### config.mk
export PLATFORM = sky130hd
export DESIGN_NAME = seg_gpio_port
export DESIGN_NICKNAME = d
export VERILOG_FILES = /design/src/design/seg_gpio_port.v /design/src/design/pin_sync.v
export VERILOG_INCLUDE_DIRS = /design/src /design/src/inc
export SDC_FILE = /design/constraint.sdc
export NUM_CORES = 1
export LEC_CHECK = 0
export BUFFER_PORTS_ARGS = -buffer_cell sky130_fd_sc_hd__clkbuf_2
export CAP_MARGIN = 10
export CORE_ASPECT_RATIO = 0.6
export CORE_MARGIN = 8
export CORE_UTILIZATION = 44
export DETAILED_ROUTE_END_ITERATION = 12
export GPL_TIMING_DRIVEN = 0
export PLACE_DENSITY = 0.69
export SLEW_MARGIN = 30
export SYNTH_ARGS = -nofsm -noshare
export SYNTH_HDL_FRONTEND = slang
export SYNTH_SLANG_ARGS = --single-unit
### constraint.sdc
create_clock -name mclk_i -period 0.96 [get_ports mclk_i]
set_input_delay 0 -clock mclk_i [delete_from_list [all_inputs] [get_ports mclk_i]]
set_output_delay 0 -clock mclk_i [all_outputs]
set_load 0.01 [all_outputs]
### src/inc/seg_gpio_port_regs.vh
`ifndef SEG_GPIO_PORT_REGS_VH
`define SEG_GPIO_PORT_REGS_VH

// Register addresses on the plain register port
`define PIN_DIRECTION_ADDR 4'h0
`define OUTPUT_LATCH_ADDR 4'h1
`define PIN_STATE_READBACK_ADDR 4'h2

// Reset values
`define PIN_DIRECTION_RST 8'h00
`define OUTPUT_LATCH_RST 8'h00

// Segment-select field codes that hand the pins to the LCD segments
`define SEG_SEL_ONE 4'h1
`define SEG_SEL_01X 3'h1
`define SEG_SEL_10X 3'h2

// Segment numbering: pin n carries segment n plus this offset
`define SEG_FIRST 33

`endif

### src/design/seg_gpio_port.v
// How it works
// RQ1 - Eight pins, one bit each per register
// RQ2 - Direction register write-only, reads return zero
// RQ3 - Direction one drives output, zero is input
// RQ4 - Output pins drive the output latch bit
// RQ5 - Readback of output pins returns latch value
// RQ6 - Readback of input pins returns sampled pin
// RQ7 - Pin n carries LCD segment n plus 33
// RQ8 - Codes 0001, 001X, 010X give pins to segments
// RQ9 - Other codes use direction bits; reset zero
`timescale 1ns/100ps
`include "seg_gpio_port_regs.vh"
module seg_gpio_port #(
    parameter WIDTH = 8
) (
    input wire mclk_i,
    input wire rstn_i,
    input wire [3:0] addr_i,
    input wire [7:0] wr_data_i,
    input wire wr_en_i,
    input wire rd_en_i,
    output reg [7:0] rd_data_o,
    input wire [3:0] segment_select_field_i,
    input wire [WIDTH-1:0] lcd_segment_output_i,
    input wire [WIDTH-1:0] pin_in_i,
    output reg [WIDTH-1:0] pin_out_o,
    output reg [WIDTH-1:0] pin_oe_o
);

    // Software-visible state, one bit per pin at the same position
    reg [WIDTH-1:0] pin_direction_r;
    reg [WIDTH-1:0] pin_direction_nxt;
    reg [WIDTH-1:0] output_latch_r;
    reg [WIDTH-1:0] output_latch_nxt;

    // Bus decode strobes
    reg dir_wr_hit;
    reg latch_wr_hit;
    reg dir_rd_hit;
    reg latch_rd_hit;
    reg state_rd_hit;

    // Pin side: synced level, readback and next drive
    wire [WIDTH-1:0] pin_level;
    wire [WIDTH-1:0] pin_state_readback;
    wire [WIDTH-1:0] pin_out_nxt;
    wire [WIDTH-1:0] pin_oe_nxt;

    // Segment hand-over flag and read path
    reg seg_mode;
    reg [7:0] rd_data_nxt;

    // Pins come from outside the clock domain
    pin_sync #(
        .WIDTH(WIDTH)
    ) u_pin_sync (
        .mclk_i(mclk_i),
        .rstn_i(rstn_i),
        .async_i(pin_in_i),
        .sync_o(pin_level)
    );

    // Address decode; the master never raises both strobes at once
    always @* begin
        dir_wr_hit = 1'b0;
        latch_wr_hit = 1'b0;
        dir_rd_hit = 1'b0;
        latch_rd_hit = 1'b0;
        state_rd_hit = 1'b0;
        case (addr_i)
            `PIN_DIRECTION_ADDR: begin
                dir_wr_hit = wr_en_i;
                dir_rd_hit = rd_en_i;
            end
            `OUTPUT_LATCH_ADDR: begin
                latch_wr_hit = wr_en_i;
                latch_rd_hit = rd_en_i;
            end
            `PIN_STATE_READBACK_ADDR: begin
                state_rd_hit = rd_en_i; // Writes here are ignored
            end
            default: begin
                state_rd_hit = 1'b0;
            end
        endcase
    end

    // Direction next value; only its own address writes it
    always @* begin
        pin_direction_nxt = pin_direction_r;
        if (dir_wr_hit) begin
            pin_direction_nxt = wr_data_i[WIDTH-1:0]; // RQ1
        end
    end

    // Direction register
    always @(posedge mclk_i) begin
        if (!rstn_i) begin
            pin_direction_r <= `PIN_DIRECTION_RST; // RQ9
        end else begin
            pin_direction_r <= pin_direction_nxt;
        end
    end

    // Latch next value; its own address writes it whatever the pin direction or segment mode
    always @* begin
        output_latch_nxt = output_latch_r;
        if (latch_wr_hit) begin
            output_latch_nxt = wr_data_i[WIDTH-1:0]; // RQ4
        end
    end

    // Output latch register
    always @(posedge mclk_i) begin
        if (!rstn_i) begin
            output_latch_r <= `OUTPUT_LATCH_RST; // RQ9
        end else begin
            output_latch_r <= output_latch_nxt;
        end
    end

    // Segment-select decode; codes outside the three groups keep the port as GPIO
    always @* begin
        case (segment_select_field_i)
            4'h0: seg_mode = 1'b0; // RQ9
            `SEG_SEL_ONE: seg_mode = 1'b1; // RQ8
            {`SEG_SEL_01X, 1'b0}: seg_mode = 1'b1; // RQ8
            {`SEG_SEL_01X, 1'b1}: seg_mode = 1'b1;
            {`SEG_SEL_10X, 1'b0}: seg_mode = 1'b1;
            {`SEG_SEL_10X, 1'b1}: seg_mode = 1'b1;
            4'h6: seg_mode = 1'b0;
            4'h7: seg_mode = 1'b0;
            4'h8: seg_mode = 1'b0;
            4'h9: seg_mode = 1'b0;
            4'ha: seg_mode = 1'b0;
            4'hb: seg_mode = 1'b0;
            4'hc: seg_mode = 1'b0;
            4'hd: seg_mode = 1'b0;
            4'he: seg_mode = 1'b0;
            4'hf: seg_mode = 1'b0;
            default: seg_mode = 1'b0;
        endcase
    end

    // Per-pin readback and drive; segment n plus 33 sits on pin n
    genvar gi;
    generate
        for (gi = 0; gi < WIDTH; gi = gi + 1) begin : g_pin
            // Combinational bits of this pin
            reg state_bit;
            reg out_bit;
            reg oe_bit;

            // Output pins echo the latch, input pins the synced level
            always @* begin
                if (pin_direction_r[gi]) begin
                    state_bit = output_latch_r[gi]; // RQ5
                end else begin
                    state_bit = pin_level[gi]; // RQ6
                end
            end

            // Segments drive every pin whatever its direction bit
            always @* begin
                if (seg_mode) begin
                    out_bit = lcd_segment_output_i[gi]; // RQ7
                    oe_bit = 1'b1; // RQ8
                end else begin
                    out_bit = output_latch_r[gi]; // RQ4
                    oe_bit = pin_direction_r[gi]; // RQ3
                end
            end

            // Gather the bits back into vectors
            assign pin_state_readback[gi] = state_bit;
            assign pin_out_nxt[gi] = out_bit;
            assign pin_oe_nxt[gi] = oe_bit;
        end
    endgenerate

    // Read mux; direction reads give zero since the register is write-only
    always @* begin
        rd_data_nxt = 8'h00;
        if (dir_rd_hit) begin
            rd_data_nxt = 8'h00; // RQ2
        end else if (latch_rd_hit) begin
            rd_data_nxt = output_latch_r;
        end else if (state_rd_hit) begin
            rd_data_nxt = pin_state_readback;
        end else begin
            rd_data_nxt = 8'h00;
        end
    end

    // Read data stands one cycle after the strobe, zero otherwise
    always @(posedge mclk_i) begin
        if (!rstn_i) begin
            rd_data_o <= 8'h00;
        end else begin
            rd_data_o <= rd_data_nxt;
        end
    end

    // Pin value; lags the control by one cycle
    always @(posedge mclk_i) begin
        if (!rstn_i) begin
            pin_out_o <= {WIDTH{1'b0}};
        end else begin
            pin_out_o <= pin_out_nxt;
        end
    end

    // Pin enable; low from reset so nothing drives until software asks
    always @(posedge mclk_i) begin
        if (!rstn_i) begin
            pin_oe_o <= {WIDTH{1'b0}};
        end else begin
            pin_oe_o <= pin_oe_nxt; // RQ9
        end
    end

endmodule

### src/design/pin_sync.v
`timescale 1ns/100ps
module pin_sync #(
    parameter WIDTH = 8
) (
    input wire mclk_i,
    input wire rstn_i,
    input wire [WIDTH-1:0] async_i,
    output reg [WIDTH-1:0] sync_o
);

    reg [WIDTH-1:0] meta_r;

    // Two stages; only the second stage is read outside
    always @(posedge mclk_i) begin
        if (!rstn_i) begin
            meta_r <= {WIDTH{1'b0}};
            sync_o <= {WIDTH{1'b0}};
        end else begin
            meta_r <= async_i;
            sync_o <= meta_r;
        end
    end

endmodule

==> impl_results.md, run 1 <==
* Routed via count at between 1500 and 2000
* GRT met1 Usage at between 15 and 20%
* CTS sink count at 56
* Crit path max fanout at 10
* Setup TNS at 0 ns
* Final slew viol count at 0
* Critical path endpoint category: flop
* Die footprint at 6650 µm²
* Cells taking the most area after synthesis: dfxtp_1 (60%), o21ai_0 (6.4%), and2_1 (5.4%)
* Worst r2r src: pin_direction_r[5]
* First-pass GRT wire length at roughly 7200 µm
* Setup Viol. Count Final at 0
* Avg WL per Cell at between 10 and 15 µm
* Area Overhead vs Synth at 40.3%
* Total CTS buffers at 5
* Row count at 18
* CP arrival at around 1.0 ns
* GRT Overall Usage at a little over an eighth
* Final instance count without filler cells at approximately 340
* Worst hold path class: input port to flop
* Clock Skews at between 0.007 and 0.008 ns
* CP max stage cell: nor3_2
* Startpoint types: input port
* Fraction of layout cells with a size suffix above 1 at between 20 and 30%
* Most common cell in the netlist: dfxtp_1
* Final hold vios at 0
* Met2 Use GR at 21.4%
* Nets at roughly 310
* Clock root cell: clkbuf_8
* Vias in the first global route at 1560
* DRT Wirelength at ~4400 µm
* Worst-margin pin slew at between 0.4 and 0.5 ns
* Lkg Pwr at 1.11 nW
* Antenna violations before repair at 0
* Hold path cells at 2
* Placed cells at ~300
* Drt first-iter violations at 65
* Reg clk slew, reported paths at ~0.090 ns
* Max_slew headroom at ~70%
* Status: finished clean
* Final Cycle Share at roughly 89%
* Hold path start: rstn_i
* IO Count at 60
* Max cap viols at 0
* Dpl ws at -0.277 ns
* Setup CP Type: input port to flop
* Placer Congestion at around 0.78
* Mapped cell area at 1870 µm²
* Unique masters post-synth at 20
* Largest net degree at the start of global routing at 16
* Clock latency on the worst-skew pair at 0.30 ns
* Post-synth top cells: dfxtp_1 (56), o21ai_0 (24), nand3_1 (18)
* DIE WIDTH at between 100 and 150 µm
* Max incr delay on CP at 0.29 ns
* Vias per std cell at roughly 4.7
* FMAX at ~1200 MHz
* CTS tree: built
* Overall power at 4.00 mW
* VDD IR-drop max at ~0.0010 V
* Flop2flop setup slack at between 0.2 and 0.25 ns
* Initial core utilization at 45.6%
* Asr flop ratio synth at 0%
* Drt first pass iters at 4
* Post-synth top area share at about three fifths
* Mapped Nets at 216
* Core Region at 4100 µm²
* Syn_area_per_cell at around 10 µm²
* Worst setup margin at a little over 0.1 ns
* Global Route met3 Usage at under 10%
* Minimum clock period at 0.858 ns
* ANT cells at 0
* CP required at 1.15 ns
* Synth Register Bits at 56
* Top Usage Layer GRT: met2
* Top FF cell, synth: dfxtp_1
* Fillers at 360
* Cells after Synth at 180
* Number of flops mapped to enable cells by yosys at 0
* Yosys top cell by area: dfxtp_1
* DRC at 0
* Grt total ovfl at 0
* CTS H-tree depth at 2
* Worst r2r path cells at 2
* Final hold slack at about 0.096 ns
* Worst path cell trace: clkbuf_2 -> nor3_2 -> nand3b_1 -> buf_2 -> nand3_1 -> o21ai_0
* IO buf count at between 50 and 60
* Worst R2R End: rd_data_o[5]
* Dpl hpwl at between 3000 and 4000 µm
* Antenna-violating nets left at 0
* Worst hold endpoint: u_pin_sync.sync_o[6]
* Clock Path Buffers at 2
* Sequential element share of the synthesized area at 60.0%
* Power density cells at ~1500 nW/µm²
* Die Height at approximately 66 µm
* Synth Warn # at 0
worst max path at each step:
stage | startpoint | end | slack (ns) | depth (start not counted)
after floorplan | segment_select_field_i[2] | pin_out_o[6] | 0.01 | 4
after global placement | segment_select_field_i[2] | pin_out_o[6] | -0.26 | 5
after detailed placement | segment_select_field_i[2] | pin_out_o[7] | -0.28 | 5
after CTS | segment_select_field_i[2] | pin_out_o[7] | 0.05 | 5
after global routing | addr_i[3] | pin_direction_r[6] | -0.07 | 6
final | addr_i[3] | pin_direction_r[6] | 0.10 | 6
flip-flops by register name (all words and copies together), names as in the netlist:
signal             cells
output_latch_r         8
pin_direction_r        8
pin_oe_o               8
pin_out_o              8
rd_data_o              8
u_pin_sync.meta_r      8
u_pin_sync.sync_o      8
kinds of logic after synthesis:
group / Yosys count / share of synthesized area [%]
buffers and inverters: 10 / 2.61
XOR/XNOR: 1 / 0.469
flip-flops: 56 / 60.0
AND/OR/NAND/NOR: 64 / 19.8
AO/OA/AOI/OAI: 41 / 12.9
multiplexers: 8 / 4.29
metrics by stage:
step	cell area [µm²]	utilization [%]
floorplan	1870	-
global placement	2240	54.6
detailed placement	2240	54.6
CTS	2560	62.4
global route	2620	63.9
finish	2620	63.9
power breakdown:
| part | internal (mW) | leakage [nW] | switching, mW | total [mW] |
|---|---|---|---|---|
| registers | 2.39 | 0.457 | 0.0216 | 2.42 |
| logic | 0.235 | 0.607 | 0.187 | 0.421 |
| clock network | 0.498 | 0.0410 | 0.669 | 1.17 |
| total | 3.13 | 1.11 | 0.877 | 4.00 |
critical path, delay by kind of cell:
kind	cells	cell delay, ns
AND/OR/NAND/NOR	3	0.63
buffers and inverters	2	0.34
AO/OA/AOI/OAI	1	0.07
what timing repair did:
action                                  CTS  global route
gates resized for setup                   0             1
hold buffers                             24             0
endpoints found under the hold margin    32             0
endpoints found under the setup margin    0            13
setup buffers                             0             8
layout make-up:
class                   instances  area [µm²]  share of cell area, %
plain buffers                  10        48.8                   1.86
clock buffers                   6        72.6                   2.77
repair buffers                 90         591                   22.5
well taps                      60        75.1                   2.86
flip-flops and latches         56        1120                   42.8
clock inverters                 1        5.00                  0.191
multi-input cells             114         708                   27.0
placed cells by master (no fill, tap or decap), types with 5 or more instances in the layout:
cell	n
a21oi_1	8
and2_1	16
buf_4	8
clkbuf_1	7
clkbuf_2	58
clkbuf_8	5
dfxtp_1	56
dlygate4sd3_1	24
mux2i_1	8
nand2_1	8
nand3_1	17
nand3b_1	9
nor2b_1	8
o21a_1	8
o21ai_0	24
routing by layer:
metal	vias to the layer above	part of all wire [%]
met2	43	45
li1	813	-
met3	4	6.7
met1	719	47
met5	-	0
met4	0	0.86
Power figures use the tool's default switching activity.
==> run 2: changes to the inputs <==
CORE_UTILIZATION = 45   (was 44)
PLACE_DENSITY = 0.7   (was 0.69)
SYNTH_HIERARCHICAL = 1   (was unset)
==> run 2 against run 1 <==
Setup slack got worse by 0.018 ns. Critical endpoint is now pin_oe_o[4]. Combinational power increased by 9.7%. Die area increased by 5.8%. Synthesized cell count increased by 11%. Non-clock buffer count decreased by 2.
==> impl_results.md, run 2 <==
* Status: finished clean
* Row count at 19 (+1)
* Lkg Pwr at 1.27 nW (+15%)
* Syn_area_per_cell at 10.3 µm² (-0.70%)
* Area Overhead vs Synth at 35.9%
* Mapped cell area at 2050 µm² (+9.8%)
* Die footprint at 7040 µm² (+5.8%)
* Post-synth top area share at 54.7% (-5.3 points)
* ANT cells at 0 (unchanged)
* FMAX at 1140 MHz (-2.0%)
* Clock Skews at 0.00432 ns (-0.00286 ns)
* Setup Viol. Count Final at 0 (unchanged)
* Final instance count without filler cells at 357 (+5.9%)
* Setup CP Type: input port to flop
* Asr flop ratio synth at 0% (unchanged)
* First-pass GRT wire length at 7470 µm (+4.1%)
* IO buf count at 59 (+1.7%)
* Final hold vios at 0 (unchanged)
* Mapped Nets at 235 (+8.8%)
* Final Cycle Share at 91.2% (+1.8 points)
* DIE WIDTH at 103 µm (+3.0%)
* Final slew viol count at 0 (unchanged)
* Worst-margin pin slew at 0.642 ns (+0.183 ns)
* Clock Path Buffers at 2 (unchanged)
* Vias in the first global route at 1628 (+4.4%)
* CTS tree: built
* Worst path cell trace: clkbuf_2 -> nor3_2 -> nor2_1 -> o21a_1
* Top Family by Delay on Critical Path: simple AND/OR/NAND/NOR gates
* Overall power at 4.17 mW (+4.2%)
* Post-synth top cells: dfxtp_1 (56), mux2i_1 (24), nand2_1 (24), nand3_1 (24), a21oi_1 (17)
* CP max stage cell: nor3_2
* CTS sink count at 56 (unchanged)
* Design area at 2790 µm² (+6.3%)
* DRT Wirelength at 4750 µm (+8.0%)
* Top FF cell, synth: dfxtp_1
* Startpoint types: input port
* RSZ-0062 raised after global routing: false
* Most common cell in the netlist: dfxtp_1
* Max incr delay on CP at 0.44 ns (+0.15 ns)
* Fillers at 419 (+16%)
* Commonest non-fill, non-tap cell in the layout: clkbuf_2
* Yosys top cell by area: dfxtp_1
* Clock latency on the worst-skew pair at 0.30 ns (about the same)
* Synth Warn # at 6 (+6)
* Core Region at 4470 µm² (+9.0%)
* Sequential element share of the synthesized area at 54.7% (-5.3 points)
* VDD IR-drop max at 0.000767 V (-26%)
* Max cap viols at 0 (unchanged)
* Dpl hpwl at 3480 µm (+8.8%)
* IO Count at 60 (unchanged)
* Drt first-iter violations at 46 (-29%)
* Antenna violations before repair at 0 (unchanged)
* CP arrival at 1.08 ns (+0.04 ns)
* Number of flops mapped to enable cells by yosys at 0 (unchanged)
* Most frequent cells in the layout: clkbuf_2 (59), dfxtp_1 (56)
* Crit path max fanout at 9 (-1)
* Minimum clock period at 0.875 ns (+0.0176 ns)
* Power density cells at 1500 nW/µm² (-2.0%)
* Max_slew headroom at 57.0% (-12 points)
* Clock root cell: clkbuf_8
* CP Buf/Inv Count at 1 (-1)
* Vias per std cell at 4.80 (+2.4%)
* Post-DP Area at 2420 µm² (+8.3%)
* GRT Overall Usage at 13.6% (about the same)
* Antenna-violating nets left at 0 (unchanged)
* CP required at 1.16 ns (about the same)
* Routed via count at 1713 (+8.5%)
* Drt first pass iters at 4 (unchanged)
* Worst setup margin at 0.0848 ns (-0.0176 ns)
* Grt total ovfl at 0 (unchanged)
* Reg clk slew, reported paths at 0.09 ns (about the same)
* Synth Register Bits at 56 (unchanged)
* Initial core utilization at 45.9% (+0.31 points)
* DRC at 0 (unchanged)
* Dpl ws at -0.241 ns (+0.0361 ns)
* Unique masters post-synth at 24 (+20%)
* Cells taking the most area after synthesis: dfxtp_1 (55%), mux2i_1 (12%), nand3_1 (5.9%)
* Total CTS buffers at 5 (unchanged)
* Fraction of layout cells with a size suffix above 1 at 31.0% (+2.1 points)
* Worst hold path class: input port to flop
* Critical path endpoint category: flop
* Placed cells at 321 (+7.7%)
* Die Height at 68.3 µm (+2.7%)
* Avg WL per Cell at 13.3 µm (+1.9%)
* CTS H-tree depth at 2 (unchanged)
* Nets at 329 (+5.1%)
* Largest net degree at the start of global routing at 16 (unchanged)
* Cells after Synth at 199 (+11%)
* Placer Congestion at 0.798 (+1.9%)
-- run 2: per-stage QoR --
stage          hold WS (ns)  utilization, %  setup TNS (ns)
2_1_floorplan         0.136               -               0
3_3_place_gp          0.220            54.3           -6.20
3_5_place_dp          0.226            54.3           -6.86
4_1_cts              0.0361            61.6               0
5_1_grt              0.0436            62.4               0
6_report             0.0383            62.4               0
-- run 2: worst reg2reg max path, delay by kind of cell, from the launching register on --
kind	cells	cell delay, ns
flops	1	0.34
mux	1	0.22
compound gates	1	0.17
-- run 2: path summary, 6_finish.rpt --
kind / depth (start not counted) / startpoint / slack, ns / endpoint
hold / removal: 2 / rstn_i / 0.04 / u_pin_sync/meta_r[1]
setup reg to reg: 2 / pin_direction_r[3] / 0.17 / rd_data_o[3]
setup / recovery: 4 / segment_select_field_i[1] / 0.08 / pin_oe_o[4]
hold reg to reg: 1 / u_pin_sync/meta_r[4] / 0.44 / u_pin_sync/sync_o[4]
-- run 2: layout make-up --
type                    count  area, µm²  share of cell area (%)
flip-flops and latches     56       1120                    40.2
multi-input cells         131        846                    30.3
repair buffers             87        566                    20.3
clock buffers               8       90.1                    3.23
plain buffers              11       82.6                    2.96
well taps                  63       78.8                    2.83
inverters                   1       3.75                   0.135
-- run 2: kinds of logic (layout without fill, tap and decap cells) --
kind of cell / Yosys count / after routing / synth area share [%]
compound gates: 34 / 34 / 9.40
xor+xnor: 1 / 1 / 0.793
buf+inv: 12 / 107 / 4.09
flops: 56 / 56 / 54.7
mux: 24 / 24 / 11.7
simple gates: 72 / 72 / 19.3
-- run 2: layer usage --
metal  GRT usage [%]  up-vias  share of wire (%)  wire [µm]
met5               0        -                  0          0
met4            3.58        0               0.40         19
met2            21.5       40                 46       2160
met3            4.47        2                6.9        327
li1                -      869                  -          -
met1            17.6      802                 47       2240
-- run 2: timing repair --
item                                    in CTS  in global routing
resized for setup                            0                  1
endpoints found under the setup margin       0                  7
hold buffers                                24                  0
endpoints found under the hold margin       32                  0
setup buffers                                0                  4
-- run 2: where the power goes --
group          internal (mW)  switching [mW]  leakage (nW)  total, mW
combinational          0.239           0.223         0.765      0.462
sequential              2.39          0.0218         0.457       2.42
clock                  0.590           0.703        0.0455       1.29
total                   3.22           0.948          1.27       4.17
